### src/core/porl_pkg.sv
// Contract
// - Trip output stays active after activation until a qualified reset.
// - Reset key releases trip only if motor permits; emergency restart always releases.
// - Single-shot restart, when enabled, auto-resets trip once after running overload trip.
// - Fail-safe relay coil energized when idle, de-energized when active.
// - No trip reset accepted while a lock-out timer is running; emergency restart still releases trip and clears the timer.
// - Lock-out time keeps counting regardless of control power.
// - Trip activates on OR of masked trip conditions.
// - Defaults: trip fail-safe, alarm and aux1 non-fail-safe, aux2 fail-safe.
// - Alarm relay takes alarm-level conditions only.
// - Alarm mask covers the ten listed alarm conditions.
// - Alarm relay has own latch and fail-safe selections.
// - Aux1 independent, own mask over any trip or alarm condition.
// - Aux1 has latch and fail-safe selections.
// - Aux2 always latched and fail-safe.
// - Aux2 mask takes alarm conditions only, same set as alarm relay.
// - Inputs one to programmed count (max 6) are stator sensors.
// - Setpoint selects last temperature input as ambient sensor.
// - Learn cooling times when stator count nonzero, else use presets.
// - External reset contact acts as reset key, same qualification; here it also resets aux1 while cfg_aux1_key_reset_en blocks key reset.
package porl_pkg;
  localparam int NUM_TRIP          = 15;
  localparam int NUM_ALARM         = 10;
  localparam int NUM_SENSOR        = 10;
  localparam int MAX_STATOR        = 6;
  localparam int TRIP_BIT_OVERLOAD = 0;
  localparam logic TRIP_FS_RST     = 1'b1;
  localparam logic ALARM_FS_RST    = 1'b0;
  localparam logic AUX1_FS_RST     = 1'b0;
  localparam logic AUX2_FS_RST     = 1'b1;
  localparam int LOCKOUT_W         = 16;
  localparam int TICK_NS           = 1000000;
  localparam int CLK_NS            = 5;
  localparam int TICK_CYC          = TICK_NS / CLK_NS;
  typedef enum logic [1:0] {PORL_IDLE, PORL_TRIPPED, PORL_LOCKED}
    porl_trip_st_t;
endpackage

### src/core/porl_lockout.sv
`timescale 1ns/1ps
module porl_lockout #(
  parameter int W        = porl_pkg::LOCKOUT_W,
  parameter int TICK_CYC = porl_pkg::TICK_CYC
) (
  input  wire logic         clk_sys,
  input  wire logic         sys_rst,
  input  wire logic         load,
  input  wire logic [W-1:0] load_val,
  input  wire logic         elapsed_tick,
  input  wire logic         clear,
  output logic              running
);
  import porl_pkg::*;
  typedef struct packed {
    logic [W-1:0]  cnt;
    logic [31:0]   div;
    logic          run;
  } porl_lo_t;
  porl_lo_t s_reg, s_next;

  always_comb begin
    s_next = s_reg;
    if (s_reg.div == 32'(TICK_CYC - 1)) begin
      s_next.div = 32'h0000_0000;
    end else begin
      s_next.div = s_reg.div + 32'h0000_0001;
    end
    // Count real time; external tick covers time spent unpowered
    if (s_reg.cnt != '0 &&
        (s_reg.div == 32'(TICK_CYC - 1) || elapsed_tick)) begin
      s_next.cnt = s_reg.cnt - W'(1);
    end
    if (load) begin
      s_next.cnt = load_val;
    end
    if (clear) begin
      s_next.cnt = '0;
    end
    s_next.run = (s_next.cnt != '0);
  end

  always_ff @(posedge clk_sys or posedge sys_rst) begin
    if (sys_rst) begin
      s_reg <= '0;
    end else begin
      s_reg <= s_next;
    end
  end

  assign running = s_reg.run;
endmodule // porl_lockout

### src/core/porl_relay.sv
`timescale 1ns/1ps
module porl_relay
  import porl_pkg::*;
#(
  parameter int NT = porl_pkg::NUM_TRIP,
  parameter int NA = porl_pkg::NUM_ALARM,
  parameter int NS = porl_pkg::NUM_SENSOR,
  parameter int LW = porl_pkg::LOCKOUT_W
) (
  input  wire logic          clk_sys,
  input  wire logic          sys_rst,
  input  wire logic [NT-1:0] trip_cond,
  input  wire logic [NA-1:0] alarm_cond,
  input  wire logic          motor_running,
  input  wire logic          reset_permit,
  input  wire logic          reset_key,
  input  wire logic          ext_reset,
  input  wire logic          emerg_restart,
  input  wire logic          lockout_start,
  input  wire logic [LW-1:0] lockout_time,
  input  wire logic          lockout_elapsed_tick,
  input  wire logic          cfg_load,
  input  wire logic [NT-1:0] cfg_trip_mask,
  input  wire logic          cfg_trip_fs,
  input  wire logic [NA-1:0] cfg_alarm_mask,
  input  wire logic          cfg_alarm_latch,
  input  wire logic          cfg_alarm_fs,
  input  wire logic [NT-1:0] cfg_aux1_trip_mask,
  input  wire logic [NA-1:0] cfg_aux1_alarm_mask,
  input  wire logic          cfg_aux1_latch,
  input  wire logic          cfg_aux1_fs,
  input  wire logic          cfg_aux1_key_reset_en,
  input  wire logic [NA-1:0] cfg_aux2_mask,
  input  wire logic          cfg_single_shot_en,
  input  wire logic [2:0]    cfg_stator_count,
  input  wire logic          cfg_ambient_en,
  output logic               trip_coil,
  output logic               alarm_coil,
  output logic               aux1_coil,
  output logic               aux2_coil,
  output logic               trip_active,
  output logic               alarm_active,
  output logic               aux1_active,
  output logic               aux2_active,
  output logic               lockout_active,
  output logic [NS-1:0]      stator_sel,
  output logic [NS-1:0]      ambient_sel,
  output logic               learn_cooling
);
  import porl_pkg::*;

  typedef struct packed {
    logic [NT-1:0] trip_mask;
    logic          trip_fs;
    logic [NA-1:0] alarm_mask;
    logic          alarm_latch;
    logic          alarm_fs;
    logic [NT-1:0] aux1_tmask;
    logic [NA-1:0] aux1_amask;
    logic          aux1_latch;
    logic          aux1_fs;
    logic          aux1_key_en;
    logic [NA-1:0] aux2_mask;
    logic          single_shot;
    logic [2:0]    stator_cnt;
    logic          ambient;
    porl_trip_st_t trip_st;
    logic          shot_used;
    logic          ovl_trip;
    logic          alarm_q;
    logic          aux1_q;
    logic          aux2_q;
    logic          trip_q;
    logic          trip_coil;
    logic          alarm_coil;
    logic          aux1_coil;
    logic          aux2_coil;
    logic          lock_q;
    logic [NS-1:0] stator_sel;
    logic [NS-1:0] ambient_sel;
    logic          learn;
  } porl_st_t;
  porl_st_t s_reg, s_next;

  logic lock_run;

  porl_lockout #(
    .W        (LW),
    .TICK_CYC (TICK_CYC)
  ) u_lockout (
    .clk_sys      (clk_sys),
    .sys_rst      (sys_rst),
    .load         (lockout_start),
    .load_val     (lockout_time),
    .elapsed_tick (lockout_elapsed_tick),
    .clear        (emerg_restart),
    .running      (lock_run)
  );

  logic trip_any, alarm_any, aux1_any, aux2_any;
  logic key_rst, qual_rst, trip_rel;

  always_comb begin
    s_next    = s_reg;
    trip_any  = |(trip_cond & s_reg.trip_mask);
    alarm_any = |(alarm_cond & s_reg.alarm_mask);
    aux1_any  = |(trip_cond & s_reg.aux1_tmask) |
                |(alarm_cond & s_reg.aux1_amask);
    aux2_any  = |(alarm_cond & s_reg.aux2_mask);
    key_rst   = reset_key | ext_reset;
    qual_rst  = key_rst & reset_permit & ~lock_run;
    trip_rel  = 1'b0;

    if (cfg_load) begin
      s_next.trip_mask   = cfg_trip_mask;
      s_next.trip_fs     = cfg_trip_fs;
      s_next.alarm_mask  = cfg_alarm_mask;
      s_next.alarm_latch = cfg_alarm_latch;
      s_next.alarm_fs    = cfg_alarm_fs;
      s_next.aux1_tmask  = cfg_aux1_trip_mask;
      s_next.aux1_amask  = cfg_aux1_alarm_mask;
      s_next.aux1_latch  = cfg_aux1_latch;
      s_next.aux1_fs     = cfg_aux1_fs;
      s_next.aux1_key_en = cfg_aux1_key_reset_en;
      s_next.aux2_mask   = cfg_aux2_mask;
      s_next.single_shot = cfg_single_shot_en;
      s_next.stator_cnt  = (cfg_stator_count > 3'(MAX_STATOR)) ?
                           3'(MAX_STATOR) : cfg_stator_count;
      s_next.ambient     = cfg_ambient_en;
    end

    case (s_reg.trip_st)
      PORL_IDLE: begin
        if (trip_any) begin
          s_next.trip_st  = PORL_TRIPPED;
          s_next.ovl_trip = trip_cond[TRIP_BIT_OVERLOAD] &
                            s_reg.trip_mask[TRIP_BIT_OVERLOAD] &
                            motor_running;
        end
      end
      PORL_TRIPPED: begin
        // Held regardless of cause clearing
        if (emerg_restart) begin
          trip_rel = 1'b1;
        end else if (lock_run) begin
          s_next.trip_st = PORL_LOCKED;
        end else if (qual_rst && !trip_any) begin
          trip_rel = 1'b1;
        end else if (s_reg.single_shot && s_reg.ovl_trip &&
                     !s_reg.shot_used && !trip_any) begin
          trip_rel         = 1'b1;
          s_next.shot_used = 1'b1;
        end
      end
      PORL_LOCKED: begin
        if (emerg_restart) begin
          trip_rel = 1'b1;
        end else if (!lock_run) begin
          s_next.trip_st = PORL_TRIPPED;
        end
      end
      default: begin
        s_next.trip_st = PORL_TRIPPED;
      end
    endcase
    if (trip_rel) begin
      s_next.trip_st  = PORL_IDLE;
      s_next.ovl_trip = 1'b0;
    end
    if (qual_rst && s_reg.trip_st == PORL_IDLE) begin
      s_next.shot_used = 1'b0;
    end

    // Latched relays hold; unlatched follow their conditions
    if (alarm_any) begin
      s_next.alarm_q = 1'b1;
    end else if (!s_reg.alarm_latch || qual_rst) begin
      s_next.alarm_q = 1'b0;
    end
    if (aux1_any) begin
      s_next.aux1_q = 1'b1;
    end else if (!s_reg.aux1_latch ||
                 ((reset_key & s_reg.aux1_key_en | ext_reset) &
                  reset_permit & ~lock_run)) begin
      s_next.aux1_q = 1'b0;
    end
    if (aux2_any) begin
      s_next.aux2_q = 1'b1;
    end else if (qual_rst) begin
      s_next.aux2_q = 1'b0;
    end

    // Coil level: fail-safe inverts activation
    s_next.trip_coil  = (s_next.trip_st != PORL_IDLE) ^ s_reg.trip_fs;
    s_next.alarm_coil = s_next.alarm_q ^ s_reg.alarm_fs;
    s_next.aux1_coil  = s_next.aux1_q ^ s_reg.aux1_fs;
    s_next.aux2_coil  = ~s_next.aux2_q;
    s_next.lock_q     = lock_run;
    s_next.trip_q     = (s_next.trip_st != PORL_IDLE);

    for (int i = 0; i < NS; i++) begin
      s_next.stator_sel[i] = (i < int'(s_reg.stator_cnt));
    end
    s_next.ambient_sel         = '0;
    s_next.ambient_sel[NS-1]   = s_reg.ambient;
    s_next.learn = (s_reg.stator_cnt != 3'h0);
  end

  always_ff @(posedge clk_sys or posedge sys_rst) begin
    if (sys_rst) begin
      s_reg             <= '0;
      s_reg.trip_st     <= PORL_IDLE;
      s_reg.trip_fs     <= TRIP_FS_RST;
      s_reg.alarm_fs    <= ALARM_FS_RST;
      s_reg.aux1_fs     <= AUX1_FS_RST;
      s_reg.aux1_key_en <= 1'b1;
      s_reg.alarm_latch <= 1'b1;
      s_reg.aux1_latch  <= 1'b1;
      s_reg.trip_coil   <= TRIP_FS_RST;
      s_reg.aux2_coil   <= AUX2_FS_RST;
    end else begin
      s_reg <= s_next;
    end
  end

  assign trip_coil      = s_reg.trip_coil;
  assign alarm_coil     = s_reg.alarm_coil;
  assign aux1_coil      = s_reg.aux1_coil;
  assign aux2_coil      = s_reg.aux2_coil;
  assign trip_active    = s_reg.trip_q;
  assign alarm_active   = s_reg.alarm_q;
  assign aux1_active    = s_reg.aux1_q;
  assign aux2_active    = s_reg.aux2_q;
  assign lockout_active = s_reg.lock_q;
  assign stator_sel     = s_reg.stator_sel;
  assign ambient_sel    = s_reg.ambient_sel;
  assign learn_cooling  = s_reg.learn;
endmodule // porl_relay

### config.mk
export PLATFORM = sky130hd
export DESIGN_NAME = porl_relay
export DESIGN_NICKNAME = d
export VERILOG_FILES = /design/src/core/porl_pkg.sv /design/src/core/porl_lockout.sv /design/src/core/porl_relay.sv
export SDC_FILE = /design/constraint.sdc
export NUM_CORES = 1
export LEC_CHECK = 0
export ABC_AREA = 1
export ABC_CLOCK_PERIOD_IN_PS = 5100
export BUFFER_PORTS_ARGS = -buffer_cell sky130_fd_sc_hd__clkbuf_2
export CAP_MARGIN = 20
export CORE_UTILIZATION = 46
export CTS_BUF_LIST = sky130_fd_sc_hd__clkbuf_8 sky130_fd_sc_hd__clkbuf_16
export DETAILED_ROUTE_END_ITERATION = 10
export GPL_ROUTABILITY_DRIVEN = 0
export PLACE_DENSITY = 0.69
export SETUP_SLACK_MARGIN = 0.5
export SYNTH_ARGS = -nofsm -noshare
export SYNTH_HDL_FRONTEND = slang
export SYNTH_SLANG_ARGS = --single-unit
### constraint.sdc
create_clock -name clk_sys -period 5.1 [get_ports clk_sys]
set_clock_uncertainty 0.05 [all_clocks]
set_input_delay 0.255 -clock clk_sys [delete_from_list [all_inputs] [get_ports clk_sys]]
set_output_delay 0.255 -clock clk_sys [all_outputs]
set_load 0.02 [all_outputs]
# [Yosys cells after proc, flatten, opt, wreduce, memory -nomap -nowiden]
# Cells that the tools add are included.
# Widths: inputs -> output; s select.
[word_totals] reg_bits=142 in_bits=122 out_inout_bits=30 wordCells=129
[op_classes] add_sub_neg=2 order_cmp=8 eq_ne=6 muxes=32 bitwise_logic=20 n_reduce_logical=29
[op_table] cell="$mux 16" count=3
[op_table] cell="$add 32x1->32 const B" count=1
[op_table] cell="$eq 32x18->1 const B" count=1
[op_table] cell="$mux 32" count=1
[op_table] cell="$reduce_bool 16->1" count=2
[op_table] cell="$and 10x10->10" count=3
[op_table] cell="$and 15x15->15" count=2
[op_table] cell="$reduce_or 10->1" count=3
[op_table] cell="$reduce_or 15->1" count=2
[op_table] cell="$mux 1" count=19
[op_table] cell="$sub 16x1->16 const B" count=1
[op_table] cell="$mux 2" count=5
[op_table] cell="$reduce_bool 2->1" count=5
[op_table] cell="$lt 3x3->1 const A" count=3
[op_table] cell="$and 1x1->1" count=7
[op_table] cell="$logic_and 1x1->1" count=6
[op_table] cell="$lt 1x3->1 const A" count=2
[op_table] cell="$lt 2x3->1 const A" count=2
[op_table] cell="$mux 3" count=2
[op_table] cell="$pmux 2 s3" count=1
[op_table] cell="$reduce_and 5->1" count=1
[op_table] cell="$logic_not 1->1" count=4
[op_table] cell="$ne 2x1->1 const B" count=2
[op_table] cell="$gt 3x3->1 const B" count=1
[op_table] cell="11 further kinds" count=18

# [Longest topological paths before layout]
# Gate-level depths: netlist of the first run.
[logic_depth] word_depth=12 mapped_depth=18

# [Cells and area by module]
# A second synthesis of the first run with hierarchy kept.
[unflattened] hier_cells=1048 hier_area_um2=7712.4
[by_module_without_submodules] module="porl_relay" instances=1 cells_per_inst=505 area_per_inst_um2=4184.0
[by_module_without_submodules] module="porl_lockout" instances=1 cells_per_inst=543 area_per_inst_um2=3528.4

# [Least setup slack after synthesis of the first run]
# OpenSTA, ideal clock, no wires.
[synth_path] path_kind="register -> register" startpoint="reg u_lockout.s_reg[1] (netlist bit)" endpoint="reg u_lockout.s_reg[21] (netlist bit)" setup_time_ns=0.118 t_arrival_ns=1.755 required_time_ns=4.932 path_slack_ns=3.177 path_stages_with_launch=16 path_buffers=0 synth_period_minus_slack_ns=1.923 cell_sequence="dfrtp_1 > ha_1 > nand2_2 > nor2_4 > inv_2 > nor2_4 > nand2_2 > nor2_4 > nand3_2 > nor2_1 > nand2_1 > nor2_2 > nand2_2 > nor2_2 > xor2_1 > inv_1"
[synth_lines] element="start: declaration" line_no="porl_lockout.sv:20" text="porl_lo_t s_reg, s_next;"
[synth_lines] element="start signal: assignment" line_no="porl_lockout.sv:47" text="s_reg <= s_next;"

==> metrics.cfg, run 1 <==
[status]
status=finished clean

[pwr]
intPower_w=0.00219
power_switching_w=0.000837
p_per_area_mw_per_mm2=316
pwr-share-seq=0.420
peakVddDrop_v=0.000294
p_leak_nw=5.22
p_total_w=0.00303
clkPwrFrac=0.419
swShare=0.277
comb_power_share=0.161

[global_route]
grt_pass1_wl_um=30900
antenna_found_initial=0
grt_max_degree=92
gr-total-overflow=0
track_usage=0.236
busiest_layer=met2
grtUsageMet2=0.380
grt_pass1_vias=6514
grtUsageMet1=0.311
met3_usage=0.0570

[setup_path]
critPathMaxFanout=16
r2r-end=u_lockout.running
r2r_setup_slack_ns=2.82
worstSetupStartpointType=flop
worstPathRequired_ns=5.35
ff2ff_path_depth=14
critPathKind=flop to flop
end_kind=flop
critPathLaunch=u_lockout.s_reg[36]
cp.arrival_ns=2.53
cp-endpoint=u_lockout.running
rr_startpoint=u_lockout.s_reg[36]

[timing]
period_needed_ns=2.28
maxSlewHeadroom=0.389
max_freq_mhz=440
fin_crit_sh=0.446
rsz0062_at_grt=false
final.setup.worst_slack_ns=2.82
setup_tns_ns=0
hold_violations=0
slew_violations=0
setup_violations=0
worstMarginPinSlew_ns=0.915

[synthesis]
ys_top_cells_by_count=nand2_1 (367), inv_1 (157), dfrtp_1 (136)
syn_area_mm2=0.00755
synth.avg_cell_area_um2=7.39
synth_edf_count=0
seq_area_frac_synth=0.472
yosys-top-cells-area=dfrtp_1 (45%), nand2_1 (18%), inv_1 (7.8%)
yosys.area.top_type=dfrtp_1
yosys_most_used_dff=dfrtp_1
synthCells=1022
ys_types=43
async_flop_share=1.00
yosys.area.top_type_share=0.451
synth_warnings=0
yosysMostFrequentCell=nand2_1
synth-seq-cells=142

[run]
max-cap-violations=0

[floorplan]
num_rows=46
die_h_um=130
die_area_mm2=0.0169
pin_count=152
start_util=0.474
die_w_um=130
core_mm2=0.0159

[drt]
drc_errors=0
final_antenna_net_count=0
via_per_inst=4.76
vias=6867
dr.pass1.iters=5
wire_per_inst_um=12.9
wirelength_um=18600
initialDrtViolationCount=410

[cts]
clk_path_buf_depth=2
numCtsBuffers=17
cts_root_buffer=clkbuf_16
worstSkewPairLatency_ns=0.42
post_cts_resized=0
cts_tree=yes
path_clk_slew_ns=0.06
clock_sinks=142
htree_num_levels=4

[layout]
utilization=0.600
drive_gt1_frac=0.161
area_growth_syn_to_layout_pct=26.7
largest_reg_flops=74
antenna_cells=0
nNetsFinal=1343

[placement]
pre_cts_slack_ns=2.84
port_buffers=139
hpwl_um=12900

[worst_hold_path]
hp-class=input pin to flop
min_from=cfg_stator_count[2]

## how the worst min path moves through the flow
stage,end,cells past startpoint
after global placement,ambient_sel[9],0
after detailed placement,ambient_sel[9],0
after floorplan,s_reg[49],2
after global routing,s_reg[61],3
after CTS,s_reg[37],3
final,s_reg[37],3
## critical path, stage by stage (launching register included)
cell     delay, ns
dfrtp_1       0.41
nor2_1        0.19
nand2_1       0.11
nor2_2        0.17
nand4_4       0.28
nand2_4       0.28
nand2_1       0.07
nand2_1       0.07
nand2_1       0.05
nand2_1       0.11
nand2_1       0.05
inv_1         0.04
nand2_1       0.04
nor2_1        0.14
nand2_1       0.06
## cell type report
cell class,instances,area [um2]
Fill cell,1444,6370
Tap cell,216,270
Multi-Input combinational cell,690,3190
Timing Repair Buffer,204,1340
Clock inverter,10,129
Inverter,159,602
Clock buffer,21,480
Sequential cell,142,3560
## routing by layer
| layer | wire length, um | up-vias |
|---|---|---|
| met2 | 8900 | 195 |
| met3 | 957 | 25 |
| met4 | 300 | 0 |
| met1 | 8470 | 3162 |
| li1 | - | 3485 |
| met5 | 0 | - |
## placed cells by master, fill, tap and decap left out, types with 22 or more instances in the layout
master | netlist | routed
xor2_1 | 30 | 30
dfrtp_1 | 136 | 136
nand3_1 | 41 | 41
clkbuf_2 | 0 | 139
nor2_1 | 96 | 96
nor3_1 | 22 | 22
inv_1 | 157 | 156
o21ai_0 | 36 | 36
nand2_1 | 367 | 367
dlygate4sd3_1 | 0 | 62
## kinds of logic (layout without fill, tap and decap cells)
group,count (synthesis),after routing,synth area share
DFF,142,142,0.472
and+or+nand+nor,573,573,0.319
xor gates and xnor gates,31,31,0.0360
buffers and inverters,201,394,0.112
AOI/OAI and AO/OA,67,67,0.0500
adders and majority gates,7,7,0.0116
other,1,12,0.000497
## through the flow
stage / cells / hold WS [ns] / instance area (um2)
after floorplan: 1033 / 0.301 / 7590
after global placement: 1349 / 0.310 / 8340
after detailed placement: 1349 / 0.316 / 8340
after CTS: 1442 / 0.00345 / 9570
after global routing: 1442 / 0.0112 / 9570
final: 1442 / 0.0174 / 9570
## power groups by stage
stage               Combinational [W]  Sequential, W  Clock (W)
detailed placement           0.000450        0.00129          0
CTS                          0.000491        0.00127    0.00129
floorplan                    0.000310        0.00129          0
finish                       0.000489        0.00127    0.00127
global route                 0.000560        0.00128    0.00133
global placement             0.000445        0.00129          0
## what timing repair did
action                                 CTS  global route
endpoints found under the hold margin  145             0
setup buffers                            0             0
hold buffers                            62             0
Power figures use the tool's default switching activity.
==> inputs of run 2 (changes only) <==
- ABC_AREA: 1 -> 0
- ABC_CLOCK_PERIOD_IN_PS: 5100 -> 1800
- PLACE_DENSITY: 0.69 -> 0.73
- clock period: 5.1 -> 1.8 ns (I/O delays scaled with it)
==> run 2 against run 1 <==
Compared with the run above:
- highest routed layer unchanged
- clock power rose to 2.9 times the previous value
- the flow now finishes with violations (negative hold slack, negative setup slack)
- sequential power rose to 2.9 times the previous value
- worst hold slack got worse by 0.098 ns
==> metrics.cfg, run 2 <==
[global_route]
antenna_found_initial=0
gr-total-overflow=0
grt_max_degree=73
grt_pass1_wl_um=32800
grt_pass1_vias=6422
track_usage=0.299

[timing]
fin_crit_sh=1.74
rsz0062_at_grt=true
setup_tns_ns=-12.77
period_needed_ns=3.13
hold_slack_ns=-0.0808
hold_violations=4
maxSlewHeadroom=0.590
setup_violations=39
worstMarginPinSlew_ns=0.611
final.setup.worst_slack_ns=-1.33
max_freq_mhz=320
slew_violations=0

[cts]
worstSkewPairLatency_ns=0.42
ctsHoldBuffers=78
cts_root_buffer=clkbuf_16
numCtsBuffers=17
path_clk_slew_ns=0.06
clock_sinks=142
cts_tree=yes
clk_path_buf_depth=2
htree_num_levels=4

[worst_hold_path]
holdPathEnd=u_lockout.s_reg[34]
hp-class=input pin to flop
min_from=lockout_time[1]
whs_path_depth=3

[synthesis]
yosys.area.top_type=dfrtp_1
yosys.area.top_type_share=0.518
ys_types=54
synthCells=558
yosys-top-cells-area=dfrtp_1 (52%), mux2_2 (12%), xnor2_1 (3.2%)
synth_edf_count=0
synth_warnings=0
synth-seq-cells=142
seq_area_frac_synth=0.542
synth.avg_cell_area_um2=11.8
ys_top_cells_by_count=dfrtp_1 (136), mux2_2 (71), nor2_1 (32)
yosys_most_used_dff=dfrtp_1
syn_area_mm2=0.00657
async_flop_share=1.00
yosysMostFrequentCell=dfrtp_1

[setup_path]
r2r-end=u_lockout.running
r2r_setup_slack_ns=-1.33
rr_startpoint=u_lockout.s_reg[7]
critPathKind=flop to flop
worstSetupStartpointType=flop
worstPathRequired_ns=2.05
cp.arrival_ns=3.37
critPathMaxFanout=6
end_kind=flop
ff2ff_path_depth=10

[floorplan]
num_rows=43
die_area_mm2=0.0148
core_mm2=0.0139
die_h_um=121
start_util=0.473
pin_count=152
die_w_um=121

[run]
max-cap-violations=0

[layout]
antenna_cells=0
nNetsFinal=1045
layout.cells.non_filler=1109
final_common_cell=clkbuf_2
area_growth_syn_to_layout_pct=59.3
largest_reg_flops=74
drive_gt1_frac=0.523
final_cell_mix=clkbuf_2 (138), dfrtp_1 (136), buf_4 (122)
final_area_mm2=0.0105

[placement]
port_buffers=139
pre_cts_slack_ns=-1.27
dpl-instance-area_mm2=0.00840
dp_cells=973
hpwl_um=12900

[drt]
dr.pass1.iters=5
vias=6155
initialDrtViolationCount=331
drc_errors=0
via_per_inst=5.55
final_antenna_net_count=0
wirelength_um=22700
wire_per_inst_um=20.5

[status]
status=finished, violations left
violations=negative hold slack, negative setup slack

[pwr]
peakVddDrop_v=0.000708
p_per_area_mw_per_mm2=890
p_leak_nw=5.00

run 2: cell types whose count changed in the layout (fill, tap and decap cells not counted), sizes merged, moves of 14 or more:
cell / delta
xor2: -14
inv: -141
nand2: -345
buf: +144
dlygate4sd3: +15
a22oi: +15
nor2: -70
nand3: -21
mux2: +71
xnor2: +23
o21ai: -22
run 2: worst max-delay path, cell delays in order (launching register included):
cell and delay [ns]:
dfrtp_1 0.39, nor4_1 0.35, nand3_1 0.21, o31ai_4 0.44, buf_6 0.19, buf_6 0.10
nand4_1 0.15, xnor2_1 0.18, o21ai_0 0.14, nor4b_1 0.33, or4b_1 0.46
run 2: cell type report:
| type | instances | area, um2 |
|---|---|---|
| Multi-Input combinational cell | 373 | 3290 |
| Tap cell | 180 | 225 |
| Clock inverter | 11 | 140 |
| Timing Repair Buffer | 362 | 2680 |
| Inverter | 20 | 78.8 |
| Clock buffer | 21 | 480 |
| Sequential cell | 142 | 3560 |
| Fill cell | 779 | 3420 |
run 2: worst max-delay path by stage:
stage | startpoint | endpoint | cells past startpoint
after floorplan | u_lockout.s_reg[40] | u_lockout.running | 8
after global placement | u_lockout.s_reg[22] | u_lockout.running | 8
after detailed placement | u_lockout.s_reg[22] | u_lockout.running | 9
after CTS | u_lockout.s_reg[30] | u_lockout.running | 8
after global routing | u_lockout.s_reg[7] | u_lockout.running | 8
final | u_lockout.s_reg[7] | u_lockout.running | 10
run 2: routing by layer:
metal | vias to the layer above | share of wire | track usage
met5 | - | 0 | 0
met3 | 95 | 0.076 | 0.0912
li1 | 2702 | - | -
met1 | 3015 | 0.37 | 0.335
met2 | 343 | 0.51 | 0.516
met4 | 0 | 0.050 | 0.147
run 2: per-stage QoR:
step | util | total power [W]
2_1_floorplan | - | 0.00459
3_3_place_gp | 0.605 | 0.00511
3_5_place_dp | 0.605 | 0.00520
4_1_cts | 0.737 | 0.00909
5_1_grt | 0.753 | 0.00962
6_report | 0.753 | 0.00931
run 2: timing repair:
| item | CTS | global route |
|---|---|---|
| pin swaps | 36 | 22 |
| hold endpoints to repair | 216 | 4 |
| endpoints found under the setup margin | 56 | 60 |
| setup buffers | 15 | 12 |
| gates resized for setup | 75 | 29 |
run 2: cell families after synthesis:
family	Yosys count	synth area share
XOR/XNOR	40	0.0534
buffers and inverters	54	0.0429
flip-flops	142	0.542
other	1	0.000571
multiplexers	74	0.126
AO/OA/AOI/OAI	90	0.0999
adder cells (fa/ha/maj)	7	0.0133
AND/OR/NAND/NOR	150	0.121
run 2: where the power goes:
group,leakage (nW),internal (W),switching (W)
combinational,2.97,0.000993,0.00101
clock,0.308,0.00231,0.00132
sequential,1.72,0.00348,0.000191
total,5.00,0.00679,0.00252
==> inputs of run 3 (changes only) <==
- ABC_AREA: 0 -> 1
- PLACE_DENSITY: 0.73 -> 0.71
==> run 3 against run 2 <==
Compared with the run above:
- the flow still finishes with violations (negative hold slack, negative setup slack)
- clock power fell by 5.5%
- sequential share of layout area down 4.7 points
- combinational power is 3% lower
- sequential cell count is the same
- global-route usage up 0.38 points
- power shrank 3.2%
- register-to-register slack improved by 0.93 ns
- largest cell class is now multi-input gates
==> metrics.cfg, run 3 (same netlist as run 1, synthesis figures left out) <==
[floorplan]
core_mm2=0.0159
start_util=0.474
pin_count=152
die_w_um=130
die_h_um=130
die_area_mm2=0.0169
num_rows=46

[drt]
final_antenna_net_count=0
initialDrtViolationCount=706
wirelength_um=26400
drc_errors=0
vias=8321
dr.pass1.iters=8
via_per_inst=5.09
wire_per_inst_um=16.1

[pwr]
swShare=0.298
clkPwrFrac=0.382
p_leak_nw=6.46
intPower_w=0.00633
p_per_area_mw_per_mm2=743
pwr-share-seq=0.402
comb_power_share=0.216
power_switching_w=0.00268
peakVddDrop_v=0.000721
p_total_w=0.00901

[global_route]
gr-total-overflow=0
grt_max_degree=95
grt_pass1_vias=8352
antenna_found_initial=0
grt_pass1_wl_um=39200
track_usage=0.303

[layout]
area_growth_syn_to_layout_pct=60.5
utilization=0.760
largest_reg_flops=74
nFillCells=988
nNetsFinal=1535
drive_gt1_frac=0.362
final_cell_mix=nand2_1 (328), clkbuf_2 (139), inv_1 (135)
antenna_cells=0
final_common_cell=nand2_1

[timing]
maxSlewHeadroom=0.557
slew_violations=0
max_freq_mhz=456
fin_crit_sh=1.22
hold_slack_ns=-0.0115
setup_tns_ns=-5.92
rsz0062_at_grt=true
worstMarginPinSlew_ns=0.663
final.setup.worst_slack_ns=-0.393
hold_violations=1
setup_violations=33
period_needed_ns=2.19

[placement]
pre_cts_slack_ns=-0.279
hpwl_um=14800
port_buffers=139

[setup_path]
critPathMaxFanout=3
cp.arrival_ns=2.45
crit_path_frequent_cell=buf_6
end_kind=flop
critPathKind=flop to flop
worstSetupStartpointType=flop
worstPathRequired_ns=2.06
cpMaxStageDelayCell=nor4_4
slowest_delay_ns=0.45
cp_cell_sequence=ha_4 -> nand2_4 -> nor2_4 -> buf_6 -> inv_6 -> nor2_4 -> buf_6 -> buf_6 -> inv_6 -> nor4_4 -> inv_1 -> o21ai_1 -> a21oi_1

[cts]
cts_root_buffer=clkbuf_16
htree_num_levels=4
worstSkewPairLatency_ns=0.43
cts_tree=yes
clock_sinks=142
clk_path_buf_depth=2
path_clk_slew_ns=0.06
numCtsBuffers=17

[worst_hold_path]
hp-class=input pin to flop

[status]
status=finished, violations left
violations=negative hold slack, negative setup slack

[run]
max-cap-violations=0

[run 3: worst max-delay path, delay by kind of cell (launching register included)]
| family | cells | cell delay [ns] |
|---|---|---|
| compound gates | 2 | 0.16 |
| flops | 1 | 0.41 |
| simple gates | 4 | 0.72 |
| fa+ha+maj | 1 | 0.17 |
| buf+inv | 6 | 0.54 |
[run 3: per-layer routing]
metal	vias to the layer above	track usage	share of wire
met1	3873	0.355	0.37
met3	108	0.0693	0.080
li1	3873	-	-
met2	467	0.521	0.50
met4	0	0.155	0.045
met5	-	0	0
[run 3: layout make-up]
cell class | instances | area [um2] | area share
repair buffers | 395 | 3110 | 0.256
well taps | 216 | 270 | 0.0223
multi-input cells | 691 | 3990 | 0.329
clock buffers | 17 | 425 | 0.0351
inverters | 159 | 628 | 0.0518
clock inverters | 14 | 144 | 0.0119
flip-flops and latches | 142 | 3560 | 0.294
[run 3: per-stage QoR]
step                      hold slack (ns)  std cells  instance area [um2]
after floorplan                     0.136       1033                 7720
final                             -0.0115       1634                12100
after CTS                        0.000783       1616                11500
after global routing               0.0253       1634                12100
after global placement              0.164       1460                 9400
after detailed placement            0.160       1460                 9400
[run 3: what timing repair did]
action,CTS,global route
pin swaps,48,49
setup endpoints to repair,59,60
hold endpoints to repair,102,0
hold buffers,89,0
cloned,1,1
resized for setup,109,111
setup buffers,35,17
[run 3: worst paths after layout]
path	from	to	slack, ns	cells past startpoint
setup / recovery	u_lockout.s_reg[2]	u_lockout.s_reg[17]	-0.39	13
hold / removal	trip_cond[14]	aux1_active	-0.01	5
setup reg to reg	u_lockout.s_reg[2]	u_lockout.s_reg[17]	-0.39	13
hold reg to reg	s_next[10]	ambient_sel[9]	0.32	0
max in group asynchronous	sys_rst	s_reg[49]	0.83	4
min in group asynchronous	sys_rst	stator_sel[0]	0.27	3
[run 3: power groups by stage]
stage	clock [W]	combinational, W	sequential (W)
3_3_place_gp	0	0.00143	0.00364
5_1_grt	0.00359	0.00215	0.00365
3_5_place_dp	0	0.00146	0.00365
6_report	0.00344	0.00195	0.00363
2_1_floorplan	0	0.000898	0.00365
4_1_cts	0.00346	0.00176	0.00360
